--- src/ahb_bridge_cfg.svh ---
// address map and protocol encodings for the north-to-south bridge
`ifndef AHB_BRIDGE_CFG_SVH
`define AHB_BRIDGE_CFG_SVH

// ahb transfer types
`define HTRANS_IDLE   2'h0
`define HTRANS_NONSEQ 2'h2

// ahb responses
`define HRESP_OKAY  2'h0
`define HRESP_ERROR 2'h1
`define HRESP_RETRY 2'h2
`define HRESP_SPLIT 2'h3

// single word transfers only
`define HSIZE_WORD    3'h2
`define HBURST_SINGLE 3'h0

// region field of an address
`define REGION_MSB 31
`define REGION_LSB 28

// region codes
`define REG_SDRAM 4'h0
`define REG_PCI   4'h4
`define REG_EXP   4'h5
`define REG_QMGR  4'h6
`define REG_APB   4'hc

// apb target index field
`define APB_SEL_MSB 14
`define APB_SEL_LSB 12
`define APB_SEL_ONE 8'h01
`define APB_SEL_NONE 8'h00

`endif

--- src/ahb_bridge_pkg.sv ---
// types shared by the north-to-south bridge
package ahb_bridge_pkg;

	typedef enum logic [1:0] {
		S_IDLE = 2'b00,
		S_REQ  = 2'b01,
		S_ADDR = 2'b10,
		S_DATA = 2'b11
	} south_state_t;

	typedef enum logic [1:0] {
		RP_OKAY   = 2'b00,
		RP_FIRST  = 2'b01,
		RP_SECOND = 2'b10
	} resp_phase_t;

	typedef enum logic {
		NT_SDRAM  = 1'b0,
		NT_BRIDGE = 1'b1
	} north_target_t;

	typedef enum logic [2:0] {
		ST_SDRAM = 3'b000,
		ST_PCI   = 3'b001,
		ST_QMGR  = 3'b010,
		ST_EXP   = 3'b011,
		ST_APB   = 3'b100,
		ST_NONE  = 3'b111
	} south_target_t;

endpackage : ahb_bridge_pkg

--- src/ahb_post_split_bridge.sv ---
// north-to-south ahb bridge with posted writes and split reads
//
// Operation
// - north segment is a 32-bit ahb; only packet engines master it.
// - north decode has two targets: sdram and this bridge.
// - north writes are posted, north reads are split.
// - a write is queued only with a free slot; queuing ends it north.
// - a queued write runs south as soon as the south bus is won.
// - after posting a write the north bus is released at once.
// - a read is queued only with a free slot, then answered split.
// - each queued read runs south when granted; its data is held.
// - held read data raises the split-done line of its master.
// - other masters use the north bus while a split read waits.
// - south segment is a 32-bit ahb; the bridge is one master.
// - south decode has sdram, pci, queue manager, expansion, apb.
// - apb is 32 bits, only mastered by the ahb-to-apb bridge.
// - apb decodes uarts, usb, monitor, gpio, engines, irq, timers.
// - apb gives a second path into each packet engine.
// - sdram bursts are at most eight words; bridge issues singles.
`timescale 1ns/10ps
`default_nettype none
`include "ahb_bridge_cfg.svh"

module ahb_post_split_bridge #(
	parameter int DW    = 32,
	parameter int AW    = 32,
	parameter int DEPTH = 4,
	parameter int NM    = 16,
	parameter int MIDW  = 4
) (
	// clock and reset
	input  wire logic                          clk_sys_i,
	input  wire logic                          rst_n_i,
	// north ahb slave side
	input  wire logic [AW-1:0]                 n_haddr_i,
	input  wire logic [1:0]                    n_htrans_i,
	input  wire logic                          n_hwrite_i,
	input  wire logic [DW-1:0]                 n_hwdata_i,
	input  wire logic [MIDW-1:0]               n_hmaster_i,
	input  wire logic                          n_hready_i,
	output var  logic                          n_hready_o,
	output var  logic [1:0]                    n_hresp_o,
	output var  logic [DW-1:0]                 n_hrdata_o,
	output var  logic [NM-1:0]                 n_hsplit_o,
	output var  ahb_bridge_pkg::north_target_t n_dsel_o,
	// south ahb master side
	input  wire logic                          s_hgrant_i,
	input  wire logic                          s_hready_i,
	input  wire logic [1:0]                    s_hresp_i,
	input  wire logic [DW-1:0]                 s_hrdata_i,
	output var  logic                          s_hbusreq_o,
	output var  logic [1:0]                    s_htrans_o,
	output var  logic [AW-1:0]                 s_haddr_o,
	output var  logic                          s_hwrite_o,
	output var  logic [DW-1:0]                 s_hwdata_o,
	output var  logic [2:0]                    s_hsize_o,
	output var  logic [2:0]                    s_hburst_o,
	output var  ahb_bridge_pkg::south_target_t s_target_o,
	output var  logic [7:0]                    apb_sel_o
);
	import ahb_bridge_pkg::*;

	localparam int PW = $clog2(DEPTH);
	localparam int EW = 1 + MIDW + AW + DW;

	// queue storage
	logic [EW-1:0]   fifo_mem [DEPTH];
	logic [PW-1:0]   wr_ptr_reg;
	logic [PW-1:0]   rd_ptr_reg;
	logic [PW:0]     count_reg;
	logic [PW:0]     count_next;
	logic            push_pend_reg;
	logic [MIDW+AW:0] pend_reg;

	// per-master split state
	logic [NM-1:0]   outst_reg;
	logic [NM-1:0]   held_vld_reg;
	logic [DW-1:0]   held_data_reg [NM];

	// response phase
	resp_phase_t     rp_reg;
	resp_phase_t     rp_next;

	// south sequencer
	south_state_t    st_reg;
	south_state_t    st_next;

	// north address-phase decode
	wire [3:0] n_region   = n_haddr_i[`REGION_MSB:`REGION_LSB];
	wire       n_is_bridge = n_region != `REG_SDRAM;
	wire       n_addr_ph   = n_htrans_i[1] & n_hready_i;
	wire       n_take      = n_addr_ph & n_is_bridge;
	wire       space       = (count_reg + {{PW{1'b0}}, push_pend_reg}) < (PW+1)'(DEPTH);
	wire       held_hit    = held_vld_reg[n_hmaster_i];
	wire       waiting     = outst_reg[n_hmaster_i];
	wire [DW-1:0] held_sel = held_data_reg[n_hmaster_i];

	// a reissued read collects held data
	wire ok_rd    = n_take & ~n_hwrite_i & held_hit;
	wire do_split = n_take & ~n_hwrite_i & ~held_hit & (waiting | space);
	wire do_retry = n_take & ~ok_rd & ~do_split & ~space;
	// queue only into a free slot
	wire do_push  = n_take & space & (n_hwrite_i | (~held_hit & ~waiting));

	// queue head fields
	wire [EW-1:0]   head     = fifo_mem[rd_ptr_reg];
	wire            head_wr  = head[EW-1];
	wire [MIDW-1:0] head_mst = head[EW-2 -: MIDW];
	wire [AW-1:0]   head_addr = head[DW +: AW];
	wire [DW-1:0]   head_data = head[DW-1:0];
	wire            fifo_empty = count_reg == '0;

	// south completion
	wire s_resp_end = (s_hresp_i == `HRESP_OKAY) | (s_hresp_i == `HRESP_ERROR);
	wire xfer_done  = (st_reg == S_DATA) & s_hready_i & s_resp_end;
	wire rd_done    = xfer_done & ~head_wr;
	wire s_load     = (st_reg == S_REQ) & s_hgrant_i & s_hready_i;

	wire [3:0] s_region = head_addr[`REGION_MSB:`REGION_LSB];
	south_target_t s_tgt_w;
	assign s_tgt_w = (s_region == `REG_SDRAM) ? ST_SDRAM :
			(s_region == `REG_PCI)  ? ST_PCI  :
			(s_region == `REG_QMGR) ? ST_QMGR :
			(s_region == `REG_EXP)  ? ST_EXP  :
			(s_region == `REG_APB)  ? ST_APB  : ST_NONE;

	// apb targets 0 to 7 are uarts, usb, monitor, gpio, engines, irq, timers
	// the packet_engine index gives the second access path
	wire [2:0] apb_idx = head_addr[`APB_SEL_MSB:`APB_SEL_LSB];
	// apb reached only through its bridge
	wire [7:0] apb_sel_w = (s_tgt_w == ST_APB) ? (`APB_SEL_ONE << apb_idx) : `APB_SEL_NONE;

	// response phase sequencing
	always_comb begin
		unique case (rp_reg)
			RP_FIRST: rp_next = RP_SECOND;
			RP_OKAY, RP_SECOND: rp_next = (do_split | do_retry) ? RP_FIRST : RP_OKAY;
			default: rp_next = RP_OKAY;
		endcase
	end

	// posted write answered okay with no wait
	// split and retry release the north bus
	always_ff @(posedge clk_sys_i or negedge rst_n_i) begin
		if (!rst_n_i) begin
			rp_reg     <= RP_OKAY;
			n_hready_o <= 1'b1;
			n_hresp_o  <= `HRESP_OKAY;
			n_hrdata_o <= '0;
			n_dsel_o   <= NT_SDRAM;
		end else begin
			rp_reg     <= rp_next;
			n_hready_o <= rp_next != RP_FIRST;
			if (rp_next == RP_OKAY)
				n_hresp_o <= `HRESP_OKAY;
			else if (rp_reg != RP_FIRST)
				n_hresp_o <= do_split ? `HRESP_SPLIT : `HRESP_RETRY;
			n_hrdata_o <= ok_rd ? held_sel : '0;
			if (n_addr_ph)
				n_dsel_o <= n_is_bridge ? NT_BRIDGE : NT_SDRAM;
		end
	end

	// queue write one cycle after the address phase
	always_ff @(posedge clk_sys_i or negedge rst_n_i) begin
		if (!rst_n_i) begin
			push_pend_reg <= 1'b0;
			pend_reg      <= '0;
		end else begin
			push_pend_reg <= do_push;
			if (do_push)
				pend_reg <= {n_hwrite_i, n_hmaster_i, n_haddr_i};
		end
	end

	always_ff @(posedge clk_sys_i) begin
		if (push_pend_reg)
			fifo_mem[wr_ptr_reg] <= {pend_reg, n_hwdata_i};
	end

	assign count_next = count_reg + {{PW{1'b0}}, push_pend_reg} - {{PW{1'b0}}, xfer_done};

	always_ff @(posedge clk_sys_i or negedge rst_n_i) begin
		if (!rst_n_i) begin
			wr_ptr_reg <= '0;
			rd_ptr_reg <= '0;
			count_reg  <= '0;
		end else begin
			wr_ptr_reg <= wr_ptr_reg + PW'(push_pend_reg);
			rd_ptr_reg <= rd_ptr_reg + PW'(xfer_done);
			count_reg  <= count_next;
		end
	end

	// per-master split bookkeeping
	genvar m;
	generate
		for (m = 0; m < NM; m++) begin : g_master
			wire hit_m  = n_hmaster_i == MIDW'(m);
			wire done_m = rd_done & (head_mst == MIDW'(m));
			always_ff @(posedge clk_sys_i or negedge rst_n_i) begin
				if (!rst_n_i) begin
					outst_reg[m]    <= 1'b0;
					held_vld_reg[m] <= 1'b0;
					n_hsplit_o[m]   <= 1'b0;
				end else begin
					if (do_push & ~n_hwrite_i & hit_m)
						outst_reg[m] <= 1'b1;
					else if (done_m)
						outst_reg[m] <= 1'b0;
					// hold returned data, set wins over collect
					if (done_m)
						held_vld_reg[m] <= 1'b1;
					else if (ok_rd & hit_m)
						held_vld_reg[m] <= 1'b0;
					// tell the arbiter this master may retry
					n_hsplit_o[m] <= done_m;
				end
			end
			always_ff @(posedge clk_sys_i) begin
				// data only goes to its owner
				if (done_m)
					held_data_reg[m] <= s_hrdata_i;
			end
		end
	endgenerate

	// south sequencer
	always_comb begin
		unique case (st_reg)
			S_IDLE: st_next = fifo_empty ? S_IDLE : S_REQ;
			S_REQ: st_next = s_load ? S_ADDR : S_REQ;
			S_ADDR: st_next = s_hready_i ? S_DATA : S_ADDR;
			S_DATA: begin
				if (!s_hready_i)
					st_next = S_DATA;
				else
					st_next = s_resp_end ? S_IDLE : S_REQ;
			end
		endcase
	end

	// request the south bus as soon as work is queued
	// bridge acts as a 32-bit south master
	always_ff @(posedge clk_sys_i or negedge rst_n_i) begin
		if (!rst_n_i) begin
			st_reg      <= S_IDLE;
			s_hbusreq_o <= 1'b0;
			s_htrans_o  <= `HTRANS_IDLE;
			s_haddr_o   <= '0;
			s_hwrite_o  <= 1'b0;
			s_hwdata_o  <= '0;
			s_hsize_o   <= `HSIZE_WORD;
			s_hburst_o  <= `HBURST_SINGLE;
			s_target_o  <= ST_NONE;
			apb_sel_o   <= '0;
		end else begin
			st_reg      <= st_next;
			s_hbusreq_o <= (st_next == S_REQ) | (st_next == S_ADDR);
			s_htrans_o  <= (st_next == S_ADDR) ? `HTRANS_NONSEQ : `HTRANS_IDLE;
			// single word transfers never exceed a burst
			s_hburst_o  <= `HBURST_SINGLE;
			s_hsize_o   <= `HSIZE_WORD;
			if (s_load) begin
				s_haddr_o  <= head_addr;
				s_hwrite_o <= head_wr;
				s_hwdata_o <= head_data;
				s_target_o <= s_tgt_w;
				apb_sel_o  <= apb_sel_w;
			end
		end
	end
endmodule : ahb_post_split_bridge
`default_nettype wire

--- config.mk ---
export PLATFORM = sky130hd
export DESIGN_NAME = ahb_post_split_bridge
export DESIGN_NICKNAME = d
export VERILOG_FILES = /design/src/ahb_bridge_pkg.sv /design/src/ahb_post_split_bridge.sv
export VERILOG_INCLUDE_DIRS = /design/src
export SDC_FILE = /design/constraint.sdc
export NUM_CORES = 1
export LEC_CHECK = 0
export BUFFER_PORTS_ARGS = -buffer_cell sky130_fd_sc_hd__buf_4
export CAP_MARGIN = 20
export CORE_MARGIN = 2
export CORE_UTILIZATION = 45
export CTS_CLUSTER_SIZE = 8
export DETAILED_ROUTE_END_ITERATION = 16
export SYNTH_ARGS = -nofsm -noshare
export SYNTH_HDL_FRONTEND = slang
export SYNTH_SLANG_ARGS = --single-unit
--- constraint.sdc ---
create_clock -name clk_sys_i -period 17.1 [get_ports clk_sys_i]
set_clock_uncertainty 0.05 [all_clocks]
set_input_delay 3.42 -clock clk_sys_i [delete_from_list [all_inputs] [get_ports clk_sys_i]]
set_output_delay 3.42 -clock clk_sys_i [all_outputs]
set_load 0.005 [all_outputs]
Word level (Yosys, flattened, before mapping)
Memories as Yosys holds them, arrays and structs flattened.
Cells that the tools add are included.
{"block": "totals", "mem_count": 2, "register_bits": 212, "word_cells": 423, "mem_bits_rw": 788, "in_bits": 110}
{"name": "held_data_reg", "words": 16, "word_bits": 32, "rd": 1, "rd_ports_with_merged_regs": 0, "wr": 1, "line": "ahb_post_split_bridge.sv:78", "source": "logic [DW-1:0] held_data_reg [NM];"}
{"name": "fifo_mem", "words": 4, "word_bits": 69, "rd": 1, "rd_ports_with_merged_regs": 0, "wr": 1, "line": "ahb_post_split_bridge.sv:67", "source": "logic [EW-1:0] fifo_mem [DEPTH];"}
{"block": "classes", "magnitude_cmp": 2, "mux": 167, "eq_ne": 45, "shift": 1, "addsub": 4, "n_reduce_logical": 58, "n_bitwise": 78}
{"operator": "2-to-1 mux 32 bit", "n": 16}
{"operator": "OR reduction 32 bit", "n": 15}
{"operator": "2-to-1 mux 1 bit", "n": 121}
{"operator": "equality test 4 bit, second input constant", "n": 17}
{"operator": "bitwise AND 1 bit", "n": 66}
{"operator": "nonzero test 2 bit", "n": 33}
{"operator": "2-to-1 mux 4 bit", "n": 15}
{"operator": "equality test 4 x 3 -> 1 bit, second input constant", "n": 11}
{"operator": "equality test 4 x 2 -> 1 bit, second input constant", "n": 4}
{"operator": "zero test 4 bit", "n": 3}
{"operator": "2-to-1 mux 2 bit", "n": 6}
{"operator": "2-to-1 mux 3 bit", "n": 4}
{"operator": "binary-select mux 1 bit (select 4 bit)", "n": 2}
{"operator": "equality test 2 x 1 -> 1 bit, second input constant", "n": 4}
{"operator": "equality test 2 bit, second input constant", "n": 4}
{"operator": "equality test 4 x 1 -> 1 bit, second input constant", "n": 2}
{"operator": "zero test 2 bit", "n": 4}
{"operator": "2-to-1 mux 8 bit", "n": 1}
{"operator": "one-hot mux 2 bit (4 select lines)", "n": 1}
{"operator": "left shift 1 x 3 -> 8 bit, first input constant", "n": 1}
{"operator": "inverter 1 bit", "n": 7}
{"operator": "< comparator 4 x 5 -> 1 bit, second input constant", "n": 1}
{"operator": "bitwise OR 1 bit", "n": 5}
{"operator": "adder 2 x 1 -> 2 bit", "n": 2}
{"operator": "other kinds (9)", "n": 10}

Logic depth before layout (Yosys ltp)
{"block": "logic_depth", "word_depth": 23, "mapped_depth": 10, "depth_no_buf": 7}

Least setup slack after synthesis
OpenSTA, ideal clock, no wires.
{"block": "synth_timing", "path_type": "reg-to-reg", "startpoint": "reg wr_ptr_reg[1]", "endpoint": "mem fifo_mem[0][0] (netlist bit) (enable)", "required_time_ns": 16.455, "arrival_ns": 5.471, "n_path_buf": 0, "setup_slack_ns": 10.984, "path_stages_with_launch": 2, "cell_sequence": "dfrtp_1 nor3b_1"}
{"element": "from (decl)", "line": "ahb_post_split_bridge.sv:68", "source": "logic [PW-1:0] wr_ptr_reg;"}
{"element": "from (signal assigned)", "line": "ahb_post_split_bridge.sv:189", "source": "wr_ptr_reg <= wr_ptr_reg + PW'(push_pend_reg);"}
{"element": "to (decl)", "line": "ahb_post_split_bridge.sv:67"}
No word-level cell before the write port.

Final worst setup path
{"block": "layout_timing", "startpoint": "in n_hmaster_i[1]", "endpoint": "reg n_hrdata_o[12]"}
{"block": "layout_via", "elab_chain_len": 4}
{"element": "from (decl)", "line": "ahb_post_split_bridge.sv:39", "source": "input wire logic [MIDW-1:0] n_hmaster_i,"}
{"element": "binary-select mux 1 bit (select 4 bit)", "line": "ahb_post_split_bridge.sv:94", "source": "wire held_hit = held_vld_reg[n_hmaster_i];"}
{"element": "2-to-1 mux 1 bit (not written as such)", "line": "ahb_post_split_bridge.sv:94"}
{"element": "bitwise AND 1 bit", "line": "ahb_post_split_bridge.sv:99", "source": "wire ok_rd = n_take & ~n_hwrite_i & held_hit;"}
{"element": "2-to-1 mux 32 bit *", "line": "ahb_post_split_bridge.sv:158", "source": "n_hrdata_o <= ok_rd ? held_sel : '0;"}
{"element": "to (signal assigned)", "line": "ahb_post_split_bridge.sv:158"}
{"element": "to (decl)", "line": "ahb_post_split_bridge.sv:43", "source": "output var logic [DW-1:0] n_hrdata_o,"}
Mark *: on every way between the ends. The rest lies on a longest branch, timed or not. The select of a mux whose other input is x is not followed.
A chain may end at the register's enable or synchronous reset.

==> out/summary.txt <==
==================================================================================
Status                                                                complete, no violations
Number of cells in the finished layout apart from fillers                     3578
Main combinational cell family by area after synthesis                multiplexers
Mux contribution to synthesized area                                         13.9%
Detailed-route wire length per cell                                        24.4 um
Primary flip-flop cell chosen by synthesis mapping                    sky130_fd_sc_hd__edfxtp_1
Netlist Area Pre-Place                                                 0.0384 mm^2
Global placement routability congestion                                      0.744
Clk pwr share                                                                39.7%
Clock tree root driver cell                                           sky130_fd_sc_hd__clkbuf_16
Min Clock Period, post-route                                               6.07 ns
Clock latency on the worst-skew pair                                       0.72 ns
Worst Path Arrival                                                         6.57 ns
Post-synthesis simple-gate area fraction                                     6.07%
Crit path max fanout                                                            60
CP most frequent cell                                                 sky130_fd_sc_hd__buf_4
Flip-flop and latch count after synthesis                                      999
Overall via count from detail_route                                          19771
FF+latch area                                                          0.0290 mm^2
Number of nets at the end of the flow                                         2433
Floorplan die height                                                        296 um
Critical path startpoint                                              n_hmaster_i[1]
Final core area utilization                                                  53.9%
GRT Total Usage                                                              20.3%
Portion of total power attributed to combinational logic                     13.8%
Num rows                                                                       107
Final TNS setup                                                               0 ns
Die width                                                                   296 um
Sequential cell area fraction in the yosys report                            75.4%
Number of cells on the critical path                                             6
Number of synthesis warnings                                                     0
Initial antenna violation count                                                  1
Transition at the pin with the smallest max-transition slack               1.07 ns
Slack of the worst reg-to-reg path                                        12.55 ns
Final clock period utilization by the worst path                             35.5%
Pre-CTS setup slack                                                       10.26 ns
Clock sink total                                                               999
XOR/XNOR Fraction of Synth Area                                             0.114%
Maximum number of pins on one net before global-route repair                   100
Share of final-layout standard cells stronger than drive strength 1          29.3%
TritonCTS clock tree                                                         built
Avg Synthesized Cell Area                                                19.0 um^2
Chain of cells forming the critical path                              buf_4 > buf_4 > buf_4 > mux4_2 > mux4_2 > nor2b_1
Net Switching                                                              1.69 mW
Post-placement cell count                                                     3316
Initial Util                                                                 45.2%
Count of cells resized by post-cts repair                                        0
Maximum capacitance violations                                                   0
Area used by multi-input combinational logic                          0.00889 mm^2
Worst Path Buf+Inv                                                               3
Die Footprint                                                          0.0877 mm^2
Worst ir drop on vdd                                                      0.114 mV
Max Clock Freq                                                           0.165 GHz
Biggest cell delay along the critical path                                 0.83 ns
Leak Pwr                                                                   16.5 nW
Critical Path RT                                                          17.60 ns
Cell with the largest stage delay on the worst path                   sky130_fd_sc_hd__buf_4
First-pass GRT wire length                                                  131 mm
Type of element launching the critical path                           primary input
DRC violation total after the first TritonRoute iteration                     1408
HPWL reported at the end of detailed placement                             45.4 mm
Placed cell areas                                                      0.0414 mm^2
Post-route setup slack                                                    11.03 ns
Post-route design area                                                 0.0457 mm^2
Count of fill cells added during filler insertion                             6734
Power Density                                                          145 mW/mm^2
I/O pins                                                                       247
Reg2Reg Launch Point                                                  rd_ptr_reg[1]
Pwr Total                                                                  6.61 mW
Routed vias/inst                                                              5.53
Number of cells on the worst reg-to-reg path                                     6
Final hold slack                                                          0.385 ns
Cell-internal power                                                        4.92 mW
Critical path endpoint category                                           register
Clk slew on worst S/H paths                                                0.05 ns
Number of remaining DRC errors                                                   0
Final wirelength                                                           87.5 mm
Switching share of power                                                     25.6%
Post-DRT Antenna Nets                                                            0
Max-slew violation count                                                         0
Critical path class                                                         in2reg
Detailed-router iteration count before antenna repair                            6
Async SR Flop Fraction                                                       21.1%
Vias in the first global route                                               20870
Max Root-Sink Buffers                                                            3
Clock H-tree levels                                                              4
Fraction of the mapped netlist area in adder cells                          0.254%
CP delay by family, top                                               buffers and inverters
Worst hold stages                                                                1
Number of flops mapped to enable cells by yosys                                788
Hold Buf Count CTS                                                               0
Core ar.                                                               0.0849 mm^2
Cells after synthesis                                                         2017
Area fraction in compound gates after synthesis                              2.48%
Headroom to the max-slew limit                                               28.8%
Number of flip-flops in the largest register                                   512
Total overflow reported by the global router                                     0
Number of distinct library cells after synthesis                                52
Hold Startpoint                                                          rp_reg[1]
CTS buffer count                                                               142
Setup fix buffers added after clock tree synthesis                               0
Hold Crit Class                                                            reg2reg
Layout overhead on the synthesized area                                      19.1%
Final setup violation count                                                      0
Number of buffers added on ports                                               237
Total count of hold-check failures in the final report                           0
Part of the total power dissipated in sequential elements                    46.5%
Setup repair after global routing missed its margin                          false
==================================================================================
## power by group through the flow
stage               combinational, mW  clock [mW]  sequential [mW]
floorplan                       0.602           0             3.05
global placement                0.916           0             3.10
detailed placement              0.934           0             3.12
CTS                             0.936        2.69             3.08
global route                     1.01        2.79             3.10
finish                          0.914        2.62             3.07
## cell usage in the layout (no fill, tap or decap), types with 3 or more instances in the layout
cell type / count
sky130_fd_sc_hd__edfxtp_1: 788
sky130_fd_sc_hd__buf_4: 276
sky130_fd_sc_hd__mux4_2: 237
sky130_fd_sc_hd__nand2_1: 236
sky130_fd_sc_hd__dfrtp_1: 205
sky130_fd_sc_hd__clkbuf_16: 142
sky130_fd_sc_hd__clkbuf_1: 104
sky130_fd_sc_hd__nor2b_1: 74
sky130_fd_sc_hd__o21ai_0: 58
sky130_fd_sc_hd__nand3_1: 43
sky130_fd_sc_hd__nand4_1: 37
sky130_fd_sc_hd__and3_1: 33
sky130_fd_sc_hd__a21oi_1: 33
sky130_fd_sc_hd__o31ai_1: 20
sky130_fd_sc_hd__inv_1: 19
sky130_fd_sc_hd__nor2_4: 9
sky130_fd_sc_hd__nand2b_1: 9
sky130_fd_sc_hd__o41ai_2: 9
sky130_fd_sc_hd__nor2_1: 7
sky130_fd_sc_hd__o41ai_1: 7
sky130_fd_sc_hd__ha_1: 7
sky130_fd_sc_hd__conb_1: 7
sky130_fd_sc_hd__clkinv_16: 7
sky130_fd_sc_hd__or2_2: 5
sky130_fd_sc_hd__a21boi_0: 4
sky130_fd_sc_hd__a32o_1: 4
sky130_fd_sc_hd__clkinv_8: 4
sky130_fd_sc_hd__dfstp_2: 4
sky130_fd_sc_hd__xor2_1: 3
## layer usage
layer  track usage (%)  up-vias  share of wire, %  wire length, um
li1                  -     8574                 -                -
met1              26.8    10431                41            36100
met2              34.4      614                51            44700
met3              3.64      152               5.2             4580
met4              6.75        0               2.4             2120
met5                 0        -                 0                0
## worst paths after layout
check	end
max	n_hrdata_o[12]
min	rp_reg[1]
max reg2reg	held_data_reg[4][27]
min reg2reg	rp_reg[1]
max in group asynchronous	pend_reg[13]
min in group asynchronous	s_hwdata_o[11]
## final cells by class
cell class	count	share of cell area, %
antenna	1	0.00547
inverter	19	0.156
timing repair buffer	278	4.59
tap	1144	3.13
clock inverter	15	0.728
multi-input combinational	876	19.4
sequential	999	63.3
clock buffer	246	8.63
## cell families (layout without fill, tap and decap cells)
logic type               Yosys count  after routing
other                              2              8
AO/OA/AOI/OAI                    143            143
AND/OR/NAND/NOR                  476            476
adder cells (fa/ha/maj)            8              8
multiplexers                     237            237
flip-flops                       999            999
buffers and inverters            147            558
XOR/XNOR                           5              5
## synth_stat cells (all sizes together), types with 3 or more instances
cell / count / share of area (%)
mux4: 237 / 14
clkbuf: 65 / 0.64
and3: 35 / 0.57
nor2b: 74 / 1.2
dfstp: 4 / 0.27
nor2: 16 / 0.16
o31ai: 20 / 0.39
a32o: 4 / 0.10
nand2: 237 / 2.3
o21ai: 58 / 0.76
ha: 7 / 0.23
a21oi: 33 / 0.43
nand4: 37 / 0.60
xor2: 3 / 0.068
or2: 7 / 0.11
dfrtp: 207 / 13
nand3: 45 / 0.62
a21boi: 4 / 0.078
inv: 19 / 0.19
o41ai: 16 / 0.54
buf: 63 / 0.94
nand2b: 9 / 0.15
edfxtp: 788 / 62
Note: power is estimated with default switching activity, not from simulation.
